`src/shared/mcr_pkg.sv`:
```
/*
 * Shared constants of the motor configuration register bank: register
 * addresses, field positions and widths, reset values and timing counts.
 * Assumes a 100 MHz system clock and an 8-bit register address space.
 */
package mcr_pkg;

    // =========================================================================
    // Clock and timing
    // =========================================================================
    localparam int unsigned CLK_PERIOD_NS      = 10;
    localparam int unsigned TACH_DELAY_MS      = 280;
    localparam int unsigned NS_PER_MS          = 1000000;
    localparam int unsigned TACH_DELAY_CYCLES  = (TACH_DELAY_MS * NS_PER_MS + CLK_PERIOD_NS - 1) / CLK_PERIOD_NS;
    localparam int unsigned DELAY_CNT_W        = 32;

    // =========================================================================
    // Register addresses and reset values
    // =========================================================================
    localparam int unsigned ADDR_W             = 8;
    localparam int unsigned DATA_W             = 16;
    localparam logic [7:0]  ADDR_CONFIG_A      = 8'h90;
    localparam logic [7:0]  ADDR_CONFIG_B      = 8'h91;
    localparam logic [15:0] RESET_CONFIG_A     = 16'h0000;
    localparam logic [15:0] RESET_CONFIG_B     = 16'h0000;
    localparam logic [15:0] WMASK_CONFIG_B     = 16'h7fff;

    // =========================================================================
    // Field positions, first register
    // =========================================================================
    localparam int unsigned DITHER_MSB         = 15;
    localparam int unsigned DITHER_LSB         = 14;
    localparam int unsigned TACH_OL_MSB        = 13;
    localparam int unsigned TACH_OL_LSB        = 12;
    localparam int unsigned TACH_DIV_MSB       = 11;
    localparam int unsigned TACH_DIV_LSB       = 8;
    localparam int unsigned CYCLE_ADJ_BIT      = 7;
    localparam int unsigned RES_EXP_MSB        = 6;
    localparam int unsigned RES_EXP_LSB        = 4;
    localparam int unsigned RES_MAN_MSB        = 3;
    localparam int unsigned RES_MAN_LSB        = 0;

    // =========================================================================
    // Field positions, second register
    // =========================================================================
    localparam int unsigned RSVD_B_BIT         = 15;
    localparam int unsigned BACK_EMF_EXP_MSB       = 14;
    localparam int unsigned BACK_EMF_EXP_LSB       = 12;
    localparam int unsigned BACK_EMF_MAN_MSB       = 11;
    localparam int unsigned BACK_EMF_MAN_LSB       = 8;
    localparam int unsigned ADV_MODE_BIT       = 7;
    localparam int unsigned ADV_EXP_MSB        = 6;
    localparam int unsigned ADV_EXP_LSB        = 4;
    localparam int unsigned ADV_MAN_MSB        = 3;
    localparam int unsigned ADV_MAN_LSB        = 0;

    // =========================================================================
    // Encodings and derived widths
    // =========================================================================
    localparam int unsigned MAN_W              = 4;
    localparam int unsigned EXP_W              = 3;
    localparam int unsigned SCALED_W           = 11;
    localparam int unsigned LEVEL_W            = 12;
    localparam logic [1:0]  TACH_OL_BOTH       = 2'h0;
    localparam logic [1:0]  TACH_OL_DELAYED    = 2'h1;
    localparam logic [1:0]  TACH_OL_FIRST      = 2'h2;
    localparam logic [4:0]  DITHER_PCT_OFF     = 5'h00;
    localparam logic [4:0]  DITHER_PCT_LOW     = 5'h05;
    localparam logic [4:0]  DITHER_PCT_MID     = 5'h0a;
    localparam logic [4:0]  DITHER_PCT_HIGH    = 5'h0f;

endpackage

```
`src/rtl/mcr_shift_decode.sv`:
```
/*
 * Mantissa/exponent decoder: forms mantissa shifted left by exponent and
 * holds it in a register. Assumes a synchronous active-high reset.
 */
`timescale 1ns/100ps

module mcr_shift_decode
(
    clock,
    sys_rst,
    mantissa,
    exponent,
    value_q
);
    input  wire logic                              clock;
    input  wire logic                              sys_rst;
    input  wire logic [mcr_pkg::MAN_W-1:0]         mantissa;
    input  wire logic [mcr_pkg::EXP_W-1:0]         exponent;
    output      logic [mcr_pkg::SCALED_W-1:0]      value_q;

    // =========================================================================
    // Scaled value
    // =========================================================================
    logic [mcr_pkg::SCALED_W-1:0] value_d;

    // Widen then shift; largest result fits exactly
    always_comb
    begin
        value_d = {{(mcr_pkg::SCALED_W-mcr_pkg::MAN_W){1'b0}}, mantissa} << exponent;
    end

    // Hold the result
    always_ff @(posedge clock)
    begin
        if (sys_rst)
            value_q <= '0;
        else
            value_q <= value_d;
    end

endmodule

```
`src/rtl/mcr_tach_gen.sv`:
```
/*
 * Tachometer divider: toggles the tach output after every n+1 electrical
 * half-cycle strobes, so the output runs at electrical speed / (n+1).
 * Assumes one strobe per electrical half-cycle, synchronous to clock.
 */
`timescale 1ns/100ps

module mcr_tach_gen
(
    clock,
    sys_rst,
    enable,
    half_cycle_pulse,
    divider,
    tach_output_q
);
    input  wire logic        clock;
    input  wire logic        sys_rst;
    input  wire logic        enable;
    input  wire logic        half_cycle_pulse;
    input  wire logic [3:0]  divider;
    output      logic        tach_output_q;

    // =========================================================================
    // Half-cycle counter and output toggle
    // =========================================================================
    logic [3:0] count_q;

    // Count strobes; wrap and toggle at the divider value
    always_ff @(posedge clock)
    begin
        if (sys_rst || !enable)
        begin
            count_q       <= 4'h0;
            tach_output_q <= 1'b0;   // Held low while suppressed
        end
        else if (half_cycle_pulse)
        begin
            if (count_q >= divider)
            begin
                count_q       <= 4'h0;
                tach_output_q <= ~tach_output_q;
            end
            else
                count_q <= count_q + 4'h1;
        end
    end

endmodule

```
`src/rtl/mcr_top.sv`:
```
/*
 * Motor configuration register bank: two 16-bit configuration registers
 * reached over the device's internal register port (behind the serial
 * register interface), plus the decoded settings they steer: dither level,
 * tachometer gating and division, resistance, BACK_EMF constant and the
 * commutation advance time.
 * Assumes all inputs synchronous to clock; the motor control core supplies
 * loop phase levels, half-cycle strobes, supply and back-EMF levels.
 */

// Functional notes
// - Dither code selects off, 5, 10, 15 percent
// - Tach select 00: output open and closed loop
// - Tach select 01: closed loop after 280 ms
// - Tach select 10: closed loop, first open loop
// - Tach frequency is electrical speed over n+1
// - Resistance is mantissa shifted by exponent
// - BACK_EMF constant is mantissa shifted by exponent
// - Advance mode 0: fixed advance time
// - Advance mode 1: scale by supply minus BACK_EMF
// - Advance time is mantissa shifted by exponent
// - Both registers reset to zero

`timescale 1ns/100ps

module mcr_top
#(
    parameter int unsigned TACH_DELAY_CYCLES = mcr_pkg::TACH_DELAY_CYCLES
)
(
    clock,
    sys_rst,
    reg_wr,
    reg_rd,
    reg_addr,
    reg_wdata,
    reg_rdata_q,
    reg_rvalid_q,
    closed_loop,
    first_open_loop,
    half_cycle_pulse,
    supply_level,
    back_emf_level,
    tach_output_q,
    dither_level_select_q,
    dither_pct_q,
    cycle_adjust_half_q,
    phase_res_q,
    back_emf_const_q,
    advance_mode_select_q,
    advance_time_q
);
    input  wire logic                                clock;
    input  wire logic                                sys_rst;
    input  wire logic                                reg_wr;
    input  wire logic                                reg_rd;
    input  wire logic [mcr_pkg::ADDR_W-1:0]          reg_addr;
    input  wire logic [mcr_pkg::DATA_W-1:0]          reg_wdata;
    output      logic [mcr_pkg::DATA_W-1:0]          reg_rdata_q;
    output      logic                                reg_rvalid_q;
    input  wire logic                                closed_loop;
    input  wire logic                                first_open_loop;
    input  wire logic                                half_cycle_pulse;
    input  wire logic [mcr_pkg::LEVEL_W-1:0]         supply_level;
    input  wire logic [mcr_pkg::LEVEL_W-1:0]         back_emf_level;
    output      logic                                tach_output_q;
    output      logic [1:0]                          dither_level_select_q;
    output      logic [4:0]                          dither_pct_q;
    output      logic                                cycle_adjust_half_q;
    output      logic [mcr_pkg::SCALED_W-1:0]        phase_res_q;
    output      logic [mcr_pkg::SCALED_W-1:0]        back_emf_const_q;
    output      logic                                advance_mode_select_q;
    output      logic [mcr_pkg::SCALED_W-1:0]        advance_time_q;

    // =========================================================================
    // Register storage
    // =========================================================================
    logic [mcr_pkg::DATA_W-1:0] drive_config_a_q;
    logic [mcr_pkg::DATA_W-1:0] drive_config_b_q;

    // First configuration register, all bits writable
    always_ff @(posedge clock)
    begin
        if (sys_rst)
            drive_config_a_q <= mcr_pkg::RESET_CONFIG_A;
        else if (reg_wr && reg_addr == mcr_pkg::ADDR_CONFIG_A)
            drive_config_a_q <= reg_wdata;
    end

    // Second configuration register, reserved top bit forced low
    always_ff @(posedge clock)
    begin
        if (sys_rst)
            drive_config_b_q <= mcr_pkg::RESET_CONFIG_B;
        else if (reg_wr && reg_addr == mcr_pkg::ADDR_CONFIG_B)
            drive_config_b_q <= reg_wdata & mcr_pkg::WMASK_CONFIG_B;
    end

    // =========================================================================
    // Read port
    // =========================================================================
    logic [mcr_pkg::DATA_W-1:0] rdata_d;

    // Address decode; unmapped addresses read zero
    always_comb
    begin
        case (reg_addr)
            mcr_pkg::ADDR_CONFIG_A: rdata_d = drive_config_a_q;
            mcr_pkg::ADDR_CONFIG_B: rdata_d = drive_config_b_q & mcr_pkg::WMASK_CONFIG_B;
            default:                rdata_d = '0;
        endcase
    end

    // Read data one cycle after the strobe, held until the next read
    always_ff @(posedge clock)
    begin
        if (sys_rst)
        begin
            reg_rdata_q  <= '0;
            reg_rvalid_q <= 1'b0;
        end
        else
        begin
            reg_rvalid_q <= reg_rd;
            if (reg_rd)
                reg_rdata_q <= rdata_d;
        end
    end

    // =========================================================================
    // Field extraction
    // =========================================================================
    logic [1:0] dither_level_select;
    logic [1:0] tach_open_loop_select;
    logic [3:0] tach_pole_divider;
    logic       cycle_adjust_select;
    logic       advance_mode_select;

    // Named views of the stored fields
    assign dither_level_select   = drive_config_a_q[mcr_pkg::DITHER_MSB:mcr_pkg::DITHER_LSB];
    assign tach_open_loop_select = drive_config_a_q[mcr_pkg::TACH_OL_MSB:mcr_pkg::TACH_OL_LSB];
    assign tach_pole_divider     = drive_config_a_q[mcr_pkg::TACH_DIV_MSB:mcr_pkg::TACH_DIV_LSB];
    assign cycle_adjust_select   = drive_config_a_q[mcr_pkg::CYCLE_ADJ_BIT];
    assign advance_mode_select   = drive_config_b_q[mcr_pkg::ADV_MODE_BIT];

    // =========================================================================
    // Dither and cycle adjust outputs
    // =========================================================================
    logic [4:0] dither_pct_d;

    // Dither code to percent span
    always_comb
    begin
        case (dither_level_select)
            2'h0:    dither_pct_d = mcr_pkg::DITHER_PCT_OFF;
            2'h1:    dither_pct_d = mcr_pkg::DITHER_PCT_LOW;
            2'h2:    dither_pct_d = mcr_pkg::DITHER_PCT_MID;
            2'h3:    dither_pct_d = mcr_pkg::DITHER_PCT_HIGH;
            default: dither_pct_d = mcr_pkg::DITHER_PCT_OFF;
        endcase
    end

    // Registered copies of the plain settings
    always_ff @(posedge clock)
    begin
        if (sys_rst)
        begin
            dither_level_select_q <= 2'h0;
            dither_pct_q          <= mcr_pkg::DITHER_PCT_OFF;
            cycle_adjust_half_q   <= 1'b0;
            advance_mode_select_q <= 1'b0;
        end
        else
        begin
            dither_level_select_q <= dither_level_select;
            dither_pct_q          <= dither_pct_d;
            cycle_adjust_half_q   <= cycle_adjust_select;
            advance_mode_select_q <= advance_mode_select;
        end
    end

    // =========================================================================
    // Tachometer gating
    // =========================================================================
    logic [mcr_pkg::DELAY_CNT_W-1:0] delay_cnt_q;
    logic                            delay_done_q;
    logic                            tach_enable;

    // Time spent in closed loop, restarted on each entry
    // Stops at the limit, so it never wraps
    always_ff @(posedge clock)
    begin
        if (sys_rst || !closed_loop)
        begin
            delay_cnt_q  <= '0;
            delay_done_q <= 1'b0;
        end
        else if (delay_cnt_q >= TACH_DELAY_CYCLES[mcr_pkg::DELAY_CNT_W-1:0] - 1'b1)
            delay_done_q <= 1'b1;
        else
            delay_cnt_q <= delay_cnt_q + 1'b1;
    end

    // Which loop phases let the tach output run
    always_comb
    begin
        case (tach_open_loop_select)
            mcr_pkg::TACH_OL_BOTH:    tach_enable = 1'b1;
            mcr_pkg::TACH_OL_DELAYED: tach_enable = closed_loop && delay_done_q;
            mcr_pkg::TACH_OL_FIRST:   tach_enable = closed_loop || first_open_loop;
            default:                  tach_enable = 1'b1;   // Reserved code acts as 00
        endcase
    end

    // Divide electrical speed by pole divider plus one
    mcr_tach_gen u_tach_gen
    (
        .clock            (clock),
        .sys_rst          (sys_rst),
        .enable           (tach_enable),
        .half_cycle_pulse (half_cycle_pulse),
        .divider          (tach_pole_divider),
        .tach_output_q    (tach_output_q)
    );

    // =========================================================================
    // Mantissa and exponent decoders
    // =========================================================================
    logic [mcr_pkg::SCALED_W-1:0] adv_setting_q;

    // Phase resistance
    mcr_shift_decode u_res_decode
    (
        .clock    (clock),
        .sys_rst  (sys_rst),
        .mantissa (drive_config_a_q[mcr_pkg::RES_MAN_MSB:mcr_pkg::RES_MAN_LSB]),
        .exponent (drive_config_a_q[mcr_pkg::RES_EXP_MSB:mcr_pkg::RES_EXP_LSB]),
        .value_q  (phase_res_q)
    );

    // BACK_EMF constant
    mcr_shift_decode u_back_emf_decode
    (
        .clock    (clock),
        .sys_rst  (sys_rst),
        .mantissa (drive_config_b_q[mcr_pkg::BACK_EMF_MAN_MSB:mcr_pkg::BACK_EMF_MAN_LSB]),
        .exponent (drive_config_b_q[mcr_pkg::BACK_EMF_EXP_MSB:mcr_pkg::BACK_EMF_EXP_LSB]),
        .value_q  (back_emf_const_q)
    );

    // Programmed advance setting
    mcr_shift_decode u_adv_decode
    (
        .clock    (clock),
        .sys_rst  (sys_rst),
        .mantissa (drive_config_b_q[mcr_pkg::ADV_MAN_MSB:mcr_pkg::ADV_MAN_LSB]),
        .exponent (drive_config_b_q[mcr_pkg::ADV_EXP_MSB:mcr_pkg::ADV_EXP_LSB]),
        .value_q  (adv_setting_q)
    );

    // =========================================================================
    // Commutation advance time
    // =========================================================================
    localparam int unsigned PROD_W = mcr_pkg::SCALED_W + mcr_pkg::LEVEL_W;

    logic [mcr_pkg::LEVEL_W-1:0]  headroom;
    logic [PROD_W-1:0]            adv_product;
    logic [PROD_W-1:0]            adv_quotient;
    logic [mcr_pkg::SCALED_W-1:0] advance_time_d;

    // Supply minus back EMF, floored at zero
    assign headroom    = (back_emf_level >= supply_level) ? '0 : supply_level - back_emf_level;
    assign adv_product = {{mcr_pkg::LEVEL_W{1'b0}}, adv_setting_q} * {{mcr_pkg::SCALED_W{1'b0}}, headroom};

    // Scale by headroom over supply; never exceeds the setting
    always_comb
    begin
        if (supply_level == '0)
            adv_quotient = '0;
        else
            adv_quotient = adv_product / {{mcr_pkg::SCALED_W{1'b0}}, supply_level};
        if (advance_mode_select)
            advance_time_d = adv_quotient[mcr_pkg::SCALED_W-1:0];
        else
            advance_time_d = adv_setting_q;
    end

    // Registered advance time
    always_ff @(posedge clock)
    begin
        if (sys_rst)
            advance_time_q <= '0;
        else
            advance_time_q <= advance_time_d;
    end

endmodule

```
`config.mk`:
```
export PLATFORM = sky130hd
export DESIGN_NAME = mcr_top
export DESIGN_NICKNAME = d
export VERILOG_FILES = /design/src/shared/mcr_pkg.sv /design/src/rtl/mcr_shift_decode.sv /design/src/rtl/mcr_tach_gen.sv /design/src/rtl/mcr_top.sv
export SDC_FILE = /design/constraint.sdc
export NUM_CORES = 1
export LEC_CHECK = 0
export ABC_AREA = 1
export BUFFER_PORTS_ARGS = -buffer_cell sky130_fd_sc_hd__buf_2
export CAP_MARGIN = 0
export CORE_MARGIN = 3
export CORE_UTILIZATION = 65
export DETAILED_ROUTE_END_ITERATION = 6
export PLACE_DENSITY = 0.8
export SETUP_SLACK_MARGIN = 0.3
export SLEW_MARGIN = 20
export SYNTH_ARGS = -nofsm -noshare
export SYNTH_HDL_FRONTEND = slang
export SYNTH_SLANG_ARGS = --single-unit
export TNS_END_PERCENT = 20
```
`constraint.sdc`:
```
create_clock -name clock -period 102.7 [get_ports clock]
set_input_delay 10.27 -clock clock [delete_from_list [all_inputs] [get_ports clock]]
set_output_delay 10.27 -clock clock [all_outputs]
set_load 0.01 [all_outputs]
```
## Word level (Yosys, flattened, before mapping)

Cells that the tools add are included.

| cells by class | value |
|---|---|
| equal/unequal tests | 7 |
| shift-type cells | 3 |
| multipliers | 1 |
| $lt $le $gt $ge | 3 |
| reductions and logical operators | 11 |
| divide/modulo/power cells | 1 |
| bitwise logic cells | 1 |
| add/subtract/negate cells | 3 |
| mux-type cells | 7 |

Operators by type and width:

| operator | number |
|---|---|
| $shl A4 B3 Y11 | 3 |
| $add A32 B1 Y32 const B | 1 |
| $ge A32 B25 Y1 const B | 1 |
| $pmux W16 S2 | 1 |
| $div A23 B12 Y23 | 1 |
| $mul A11 B12 Y23 | 1 |
| $mux W11 | 2 |
| $pmux W5 S4 | 1 |
| $eq A8 B8 Y1 const B | 2 |
| $ge A12 B12 Y1 | 1 |
| $logic_not A12 Y1 | 1 |
| $mux W12 | 1 |
| $sub A12 B12 Y12 | 1 |
| $eq A2 B2 Y1 const B | 3 |
| $add A4 B1 Y4 const B | 1 |
| $eq A2 B1 Y1 const B | 2 |
| $ge A4 B4 Y1 | 1 |
| $mux W4 | 1 |
| $logic_and A1 B1 Y1 | 3 |
| $logic_or A1 B1 Y1 | 3 |
| $logic_not A1 Y1 | 2 |
| $logic_not A2 Y1 | 1 |
| $pmux W1 S2 | 1 |
| $reduce_and A2 Y1 | 1 |
| $not A1 Y1 | 1 |

| word-level totals | value |
|---|---|
| input port bits | 55 |
| ROM bits | 0 |
| bits in latches | 0 |
| memories kept | 0 |
| bits in writable memories | 0 |
| logic and storage cells | 53 |
| bits in registers | 139 |

## Logic depth before layout (Yosys ltp)

Gate-level depths: netlist of the first run.

| logic depth | value |
|---|---|
| depth in word-level cells | 6 |
| mapped depth | 425 |
| mapped depth without buffers | 400 |

## Modules after synthesis

A second synthesis of the first run with hierarchy kept.

| unflattened totals | value |
|---|---|
| cell total of the unflattened synthesis | 3403 |
| area, all modules | 22544.1 µm² |

Modules (own cells, without submodules):

| module | instances | sequential area each (µm²) | cells an instance | area an instance (µm²) |
|---|---|---|---|---|
| mcr_top | 1 | 1961.9 | 3189 | 20880.0 |
| mcr_shift_decode | 3 | 220.2 | 57 | 436.7 |
| mcr_tach_gen | 1 | 100.1 | 43 | 354.1 |

## Worst setup path before layout of the first run

No wires, ideal clock.

| path | value |
|---|---|
| path kind | input -> register |
| from | input supply_level[0] (netlist bit) |
| to | register advance_time_q[0] (netlist bit) |
| arrival time | 65.728 ns |
| stages | 406 |
| path buffers | 27 |
| library setup time | 0.119 ns |
| setup slack | 36.852 ns |
| cell sequence | inv_1 ha_1 nor2_1 a211oi_1 nor2_1 nor2_1 o21bai_1 nand2_1 nand2_1 a21oi_1 nor2_1 o21a_1 nor2_1 inv_1 nand2_1 nand2_1 a21oi_1 or2_2 [... 370 more ...] nand3_1 inv_1 buf_2 o21ai_0 ha_1 a21oi_1 o21ai_0 a21oi_1 o21ai_0 o21a_1 o211ai_1 a21oi_1 a211oi_1 nand3_1 nor3_2 nand3_1 nand2_1 a21oi_1 |

| on the way | value |
|---|---|
| longest elaborated chain between the ends | 6 |

RTL lines:

| element | line | text |
|---|---|---|
| from (decl) | mcr_top.sv:64 | `input wire logic [mcr_pkg::LEVEL_W-1:0] supply_level;` |
| $sub A12 B12 Y12 or $ge A12 B12 Y1 (tied branches) | mcr_top.sv:272 | `assign headroom = (back_emf_level >= supply_level) ? '0 : supply_level - back_emf_level;` |
| $mux W12 | mcr_top.sv:272 |  |
| $mul A11 B12 Y23 | mcr_top.sv:273 | `assign adv_product = {{mcr_pkg::LEVEL_W{1'b0}}, adv_setting_q} * {{mcr_pkg::SCALED_W{1'b0}}, headroom};` |
| $div A23 B12 Y23 | mcr_top.sv:281 | `adv_quotient = adv_product / {{mcr_pkg::SCALED_W{1'b0}}, supply_level};` |
| $mux W11 * | mcr_top.sv:278 | `if (supply_level == '0)` |
| $mux W11 * | mcr_top.sv:282 | `if (advance_mode_select)` |
| to (signal assigned) | mcr_top.sv:294 | `advance_time_q <= advance_time_d;` |
| to (decl) | mcr_top.sv:73 | `output logic [mcr_pkg::SCALED_W-1:0] advance_time_q;` |

Mark *: on every way between the ends. The rest lies on a longest branch, timed or not.
A chain may end at the register's enable or synchronous reset.

## Worst setup path after layout of the first run

Ends and elaborated chain as after synthesis.

==> results of run 1 <==
## cell type report
class,count,share of cell area (%)
Clock inverter,15,0.640
Multi-Input combinational cell,2568,71.2
Clock buffer,17,1.81
Tap cell,442,2.36
Sequential cell,136,11.6
Inverter,596,9.54
Timing Repair Buffer,125,2.80
## worst max-delay path: cells and delay by family
| kind | cells | cell delay [ns] |
|---|---|---|
| simple gates | 116 | 14.53 |
| xor+xnor | 1 | 0.16 |
| mux | 1 | 0.24 |
| compound gates | 154 | 28.84 |
| buf+inv | 82 | 8.69 |
| fa+ha+maj | 30 | 10.54 |
## logic make-up after synthesis
group           share of synthesized area [%]
other cells                            0.0170
flops                                    12.4
simple gates                             28.9
xor+xnor                                 6.45
buf+inv                                  11.7
compound gates                           15.3
mux                                     0.421
fa+ha+maj                                24.9
## through the flow
step,instance area [µm²],util [%]
after floorplan,22000,-
after global placement,22900,69.4
after detailed placement,22900,69.4
after CTS,23500,71.2
after global routing,23500,71.2
final,23500,71.2
## layer usage
metal  GRT usage [%]  up-vias  wire length [µm]
li1                -    11000                 -
met1            44.5    10300             26900
met2            56.3      810             27500
met3            5.31      134              4700
met4            9.98        2              1620
met5               0        -                11
## synth_stat cells, types with 8 or more instances
library cell | instances | area (µm²)
a211oi_1 | 8 | 60.1
a21o_1 | 26 | 195
a21oi_1 | 219 | 1100
a31oi_1 | 10 | 62.6
buf_2 | 8 | 40.0
buf_6 | 8 | 90.1
clkbuf_1 | 42 | 158
dfxtp_1 | 136 | 2720
fa_1 | 90 | 1800
ha_1 | 293 | 3670
inv_1 | 574 | 2150
inv_2 | 17 | 63.8
nand2_1 | 728 | 2730
nand2_2 | 41 | 257
nand3_1 | 139 | 696
nand3_2 | 27 | 270
nand3b_1 | 9 | 67.6
nand4_1 | 50 | 313
nor2_1 | 299 | 1120
nor2_2 | 16 | 100
nor2_4 | 10 | 113
nor3_1 | 31 | 155
nor4_1 | 13 | 81.3
o211ai_1 | 9 | 67.6
o21ai_0 | 216 | 1080
o21ai_1 | 24 | 120
o21bai_1 | 17 | 128
o221ai_1 | 17 | 149
o22ai_1 | 10 | 62.6
o31ai_1 | 10 | 75.1
or2_2 | 23 | 144
xnor2_1 | 53 | 464
xor2_1 | 109 | 955
## registers in the layout (all words and copies together) (netlist names), 2 cells and up
name and flops:
delay_cnt_q 32, drive_config_a_q 16, reg_rdata_q 16, drive_config_b_q 15, advance_time_q 11, u_adv_decode.value_q 11, u_back_emf_decode.value_q 11, u_res_decode.value_q 11
u_tach_gen.count_q 4, dither_level_select_q 2, dither_pct_q 2
## final timing paths
| path | endpoint | cells after the start | slack, ns | start |
|---|---|---|---|---|
| setup / recovery | advance_time_q[0] | 384 | 29.54 | supply_level[0] |
| hold / removal | delay_cnt_q[27] | 2 | 0.44 | delay_cnt_q[27] |
| setup reg to reg | advance_time_q[0] | 362 | 41.37 | u_adv_decode.value_q[10] |
| hold reg to reg | delay_cnt_q[27] | 2 | 0.44 | delay_cnt_q[27] |
==> flow_metrics.tcl, run 1 <==
set metrics [dict create \
    drive_gt1_share_pct 9.26 \
    vias 22300 \
    layout_commonest_cell "nand2_1" \
    htreeDepth 4 \
    die_h_um 190 \
    cts-root-buf "clkbuf_16" \
    fin_cells 3899 \
    io_buffers 113 \
    async_flop_share_pct 0 \
    finalHoldViolations 0 \
    finalMaxSlewViolations 0 \
    synth-edff-count 0 \
    wl_per_cell_um 15.6 \
    yosysWarnings 0 \
    die_area_um2 36100 \
    syn_to_final_growth_pct 6.63 \
    finalSetupViolations 0 \
    clkLatencyLatePin_ns 0.44 \
    cts_tree "yes" \
    place_congestion 0.985 \
    max_slew_margin_pct 31.3 \
    grt_pass1_wl_um 101000 \
    cp-end-kind "flip-flop" \
    start_kind "primary input" \
    antenna_found_initial 1 \
    dp_slack_ns 30.32 \
    crit_top_cell "inv_1" \
    hp-class "reg -> reg" \
    finalCritPeriodShare_pct 71.2 \
    fin_nets 3882 \
    seqCellArea_um2 2720 \
    holdBufCountCts 0 \
    cts_resized 0 \
    numClockSinks 136 \
    numCtsBuffers 17 \
    wl_um 60700 \
    cp.arrival_ns 73.46 \
    outcome "finished, violations left" \
    dpl.hpwl_um 48700 \
    finClkSkew_ns 0.0128 \
    dp_cells 3867 \
    grt_pass1_vias 21300 \
    fin_crit_ns 73.16 \
    whs_ns 0.443 \
    overflow 0 \
    path_max_fanout 31 \
    synth_cell_types 63 \
    failed_checks "design-rule violations" \
    die_w_um 190 \
    drtAntennaViolNets 0 \
    drt-initial-drc-count 1405 \
    num_rows 66 \
    criticalPathCategory "in -> reg" \
    postCtsSetupBuffers 0 \
    avgSynthCellArea_um2 6.54 \
    max_stage_delay_ns 0.68 \
    seq_area_frac_synth_pct 12.4 \
    start_util_pct 66.8 \
    num-fill-cells 2856 \
    grt_max_degree 53 \
    multiInputGateArea_um2 16700 \
    syn_area_um2 22000 \
    most-common-layout-cells "nand2_1 (728), inv_1 (574), nor2_1 (299), ha_1 (293), a21oi_1 (219)" \
    synth_ff_type "dfxtp_1" \
    worstMarginPinSlew_ns 1.03 \
    fmax_ghz 0.0137 \
    core-area_um2 32900 \
    synth_seq_cells 136 \
    rsz0062_at_grt "false" \
    dr.pass1.iters 7 \
    synth_nets 3802 \
    path_clk_slew_ns 0.06 \
    via_per_inst 5.71 \
    finalSetupTns_ns 0 \
    ioPinCount 115 \
    cp.required_ns 103.00 \
    grt_use_total_pct 33.5 \
    cp_slowest_cell "a21oi_1" \
    drc 1 \
    insertedDiodeCount 0 \
    synth_cells 3364 \
    clockBufferDepth 2 \
    cap_viol_max_count 0 \
    worst_slack_ns 29.54 \
]
Power of run 1 is not shown: default switching activity piles up to over one toggle a cycle in this logic, so the estimate is an artifact.
==> run 2: changes to the inputs <==
==> constraint.sdc (replaced) <==
create_clock -name clock -period 76.3 [get_ports clock]
set_input_delay 7.63 -clock clock [delete_from_list [all_inputs] [get_ports clock]]
set_output_delay 7.63 -clock clock [all_outputs]
set_load 0.01 [all_outputs]
==> run 2 against run 1 <==
Hold slack lost 0.0013 ns. Count of clock-buffer cells in the layout did not move. The run now ends clean. Sequential share of layout area about the same. Critical path depth increased by 2.
==> flow_metrics.tcl, run 2 (synthesized netlist as in run 1, its figures left out) <==
set metrics [dict create \
    path_max_fanout 31 \
    fin_crit_ns 68.63 \
    dpl.hpwl_um 48400 \
    antenna_found_initial 4 \
    numClockSinks 136 \
    wl_per_cell_um 15.6 \
    fin_nets 3883 \
    r2r_setup_slack_ns 16.82 \
    drtAntennaViolNets 0 \
    clockBufferDepth 2 \
    die_area_um2 36100 \
    top_register "delay_cnt_q" \
    htreeDepth 4 \
    final_util_pct 71.3 \
    grtUsageMet1_pct 43.6 \
    cp_slowest_cell "fa_1" \
    most-common-layout-cells "nand2_1 (728), inv_1 (570), nor2_1 (299), ha_1 (293), a21oi_1 (218)" \
    finalCritPeriodShare_pct 89.9 \
    overflow 0 \
    cts_tree "yes" \
    die_w_um 190 \
    start_kind "primary input" \
    met3_usage_pct 6.97 \
    cp.required_ns 76.59 \
    top_usage_layer "met2" \
    min_from "delay_cnt_q[27]" \
    finalHoldViolations 0 \
    grt_use_total_pct 33.4 \
    numCtsBuffers 17 \
    num_rows 66 \
    via_per_inst 5.70 \
    vias 22200 \
    drt-initial-drc-count 1390 \
    criticalPathCategory "in -> reg" \
    drc 0 \
    fmax_ghz 0.0146 \
    holdBufCountCts 0 \
    die_h_um 190 \
    finalSetupTns_ns 0 \
    core-area_um2 32900 \
    cp.arrival_ns 68.91 \
    wl_um 60900 \
    cap_viol_max_count 0 \
    grt_pass1_vias 21300 \
    grt_pass1_wl_um 100000 \
    path_clk_slew_ns 0.07 \
    outcome "complete, no violations" \
    largest_reg_flops 32 \
    crit_top_cell "a21oi_1" \
    finalSetupViolations 0 \
    cp-end-kind "flip-flop" \
    num-fill-cells 2835 \
    layout_commonest_cell "nand2_1" \
    ioPinCount 115 \
    max_slew_margin_pct 31.1 \
    io_buffers 113 \
    largest_registers "delay_cnt_q (32), drive_config_a_q (16), reg_rdata_q (16)" \
    drive_gt1_share_pct 9.49 \
    cts-root-buf "clkbuf_16" \
    worstMarginPinSlew_ns 1.03 \
    rsz0062_at_grt "false" \
    max_stage_delay_ns 0.55 \
    finClkSkew_ns 0.0122 \
    grt_max_degree 53 \
    reg2reg_from "u_adv_decode.value_q[9]" \
    dr.pass1.iters 5 \
    clkLatencyLatePin_ns 0.42 \
    use_met2_pct 55.4 \
    crit_start "supply_level[0]" \
    start_util_pct 66.8 \
    finalMaxSlewViolations 0 \
    place_congestion 0.984 \
    syn_to_final_growth_pct 6.86 \
    hp-class "reg -> reg" \
    insertedDiodeCount 0 \
]
[run 2: metal layers]
| metal | up-vias | share of wire, % |
|---|---|---|
| met5 | - | 0.079 |
| met4 | 8 | 2.9 |
| met3 | 145 | 8.6 |
| met2 | 800 | 45 |
| met1 | 10200 | 43 |
| li1 | 11100 | - |
[run 2: critical path, delay by kind of cell]
family                   cells  cell delay, ns
XOR/XNOR                     1            0.15
buffers and inverters       81            8.08
AND/OR/NAND/NOR            119           14.26
adder cells (fa/ha/maj)     30           10.39
AO/OA/AOI/OAI              154           27.89
multiplexers                 1            0.25
[run 2: repair_timing]
action                                  CTS  global route
resized for setup                         0             9
setup buffers                             0             0
endpoints found under the setup margin    0             1
[run 2: worst paths after layout]
path,to,depth (start not counted)
min reg2reg,delay_cnt_q[27],2
max,advance_time_q[0],386
max reg2reg,advance_time_q[0],364
min,delay_cnt_q[27],2
[run 2: metrics by stage]
step	cell area, µm²	hold slack [ns]	worst slack (ns)	instances
after global routing	23500	0.458	0.376	3900
final	23500	0.441	7.67	3900
after global placement	22900	0.424	9.89	3867
after detailed placement	22900	0.429	6.65	3867
after floorplan	22000	0.415	13.09	3364
after CTS	23500	0.439	6.77	3899
[run 2: area by class of cell]
class | count | area (µm²) | area share, %
clock buffer | 17 | 425 | 1.81
clock inverter | 15 | 154 | 0.655
sequential | 136 | 2720 | 11.6
timing repair buffer | 125 | 656 | 2.79
inverter | 596 | 2250 | 9.58
tap | 442 | 553 | 2.35
multi-input combinational | 2569 | 16700 | 71.2
Power of run 2 is left out for the same reason.
==> run 3: changes to the inputs <==
--- a/config.mk
+++ b/config.mk
@@ -11,6 +11,7 @@
 export CORE_MARGIN = 3
 export CORE_UTILIZATION = 65
 export DETAILED_ROUTE_END_ITERATION = 6
+export GPL_TIMING_DRIVEN = 0
 export PLACE_DENSITY = 0.8
 export SETUP_SLACK_MARGIN = 0.3
 export SLEW_MARGIN = 20
==> run 3 against run 2 <==
Wire length down 3.4%. Clock skew is 0.0020 ns lower. Global-route usage is 1.1 points lower. Largest cell class unchanged. Register-to-register slack got worse by 1.1 ns. Setup slack got worse by 0.90 ns. Critical path type unchanged. Final area rose by 1.9%.
==> flow_metrics.tcl, run 3 (synthesized netlist as in run 1, its figures left out) <==
set metrics [dict create \
    worst_slack_ns 6.78 \
    ioPinCount 115 \
    rsz0062_at_grt "false" \
    drt-initial-drc-count 1591 \
    antenna_found_initial 7 \
    layout_commonest_cell "nand2_1" \
    cp-end-kind "flip-flop" \
    cts-root-buf "clkbuf_16" \
    grt_use_total_pct 32.3 \
    dpl.hpwl_um 47800 \
    clkLatencyLatePin_ns 0.42 \
    cp_slowest_cell "fa_1" \
    worstHoldPathCells 2 \
    numClockSinks 136 \
    grt_pass1_vias 21300 \
    htreeDepth 4 \
    fin_nets 3942 \
    grt_pass1_wl_um 98400 \
    wl_um 58800 \
    largest_reg_flops 32 \
    core-area_um2 32900 \
    crit_start "supply_level[0]" \
    clockBufferDepth 2 \
    die_w_um 190 \
    finalSetupTns_ns 0 \
    cp.required_ns 76.58 \
    fin_cells 3962 \
    reg2reg_from "u_adv_decode.value_q[3]" \
    vias 22300 \
    wl_met3_um 3820 \
    drtAntennaViolNets 0 \
    syn_to_final_growth_pct 8.84 \
    finalSetupViolations 0 \
    path_buf_inv 106 \
    max_stage_delay_ns 0.58 \
    die_h_um 190 \
    cts_tree "yes" \
    finalHoldViolations 0 \
    dp_slack_ns 1.75 \
    io_buffers 113 \
    r2r_setup_slack_ns 15.71 \
    hp-class "reg -> reg" \
    largest_registers "delay_cnt_q (32), drive_config_a_q (16), reg_rdata_q (16)" \
    top_register "delay_cnt_q" \
    whs_ns 0.444 \
    cap_viol_max_count 0 \
    num-fill-cells 2796 \
    criticalPathCategory "in -> reg" \
    most-common-layout-cells "nand2_1 (727), inv_1 (569), nor2_1 (297), ha_1 (293), o21ai_0 (213)" \
    finalCritPeriodShare_pct 91.1 \
    fin_crit_ns 69.52 \
    fmax_ghz 0.0144 \
    wl_met1_um 26100 \
    place_congestion 0.964 \
    worstHoldEndpoint "delay_cnt_q[26]" \
    r2r_cells 394 \
    via_per_inst 5.62 \
    worstReg2RegEnd "advance_time_q[0]" \
    grt_max_degree 24 \
    finalMaxSlewViolations 0 \
    top_layer "met5" \
    cp_top_family "compound AO/OA/AOI/OAI gates" \
    drc 0 \
    start_util_pct 66.8 \
    start_kind "primary input" \
    min_from "delay_cnt_q[26]" \
    crit_top_cell "inv_1" \
    drive_gt1_share_pct 10.9 \
    die_area_um2 36100 \
    numCtsBuffers 17 \
    route.met2.wl_um 27500 \
    finClkSkew_ns 0.0101 \
    max_slew_margin_pct 32.0 \
    cp.arrival_ns 69.81 \
    num_rows 66 \
    worstMarginPinSlew_ns 1.02 \
    path_max_fanout 10 \
    dp_cells 3919 \
    path_clk_slew_ns 0.07 \
    overflow 0 \
    wl_per_cell_um 14.8 \
    outcome "complete, no violations" \
    dr.pass1.iters 6 \
]
run 3: cell types whose count changed in the layout (fill, tap and decap cells not counted), sizes merged:
cell	before	now
diode	0	3
bufinv	1	0
clkinv	7	10
clkbuf	17	61
clkinvlp	5	4
nor2	326	325
buf	125	140
run 3: final cells by class:
type / count / area, µm² / area share (%)
timing repair buffer: 120 / 618 / 2.58
multi-input combinational: 2568 / 16800 / 70.3
clock inverter: 15 / 156 / 0.653
buffer: 64 / 372 / 1.55
antenna: 3 / 7.51 / 0.0314
sequential: 136 / 2720 / 11.4
tap: 442 / 553 / 2.31
clock buffer: 17 / 425 / 1.78
inverter: 596 / 2240 / 9.38
timing repair inverter: 1 / 5.00 / 0.0209
run 3: worst max path at each step:
stage / end / slack, ns / cells after the start
6_report: advance_time_q[0] / 6.78 / 408
3_3_place_gp: advance_time_q[0] / 3.75 / 406
4_1_cts: advance_time_q[0] / 1.87 / 409
5_1_grt: advance_time_q[0] / 0.1 / 417
3_5_place_dp: advance_time_q[0] / 1.75 / 411
2_1_floorplan: advance_time_q[0] / 13.09 / 406
run 3: timing repair:
action / CTS / global route
resized for setup: 0 / 92
hold endpoints to repair: 0 / 0
endpoints found under the setup margin: 0 / 3
setup buffers: 0 / 7
hold buffers: 0 / 0
run 3: worst register-to-register path: cells and delay by family, from the launching register on:
kind                     cells  cell delay (ns)
adder cells (fa/ha/maj)     29            10.25
flip-flops                   1             0.33
XOR/XNOR                     1             0.10
AO/OA/AOI/OAI              146            24.95
AND/OR/NAND/NOR            117            12.93
buffers and inverters      101            11.82
run 3: metal layers:
| metal | global-route usage (%) | up-vias |
|---|---|---|
| met4 | 7.68 | 8 |
| li1 | - | 11200 |
| met2 | 56.3 | 717 |
| met3 | 4.29 | 120 |
| met5 | 0 | - |
| met1 | 42.5 | 10300 |
run 3: through the flow:
stage | utilization, % | area (µm²)
after floorplan | - | 22000
after global placement | 70.1 | 23100
after detailed placement | 70.1 | 23100
after CTS | 71.9 | 23700
after global routing | 72.7 | 23900
final | 72.7 | 23900
Power of run 3 is left out for the same reason.
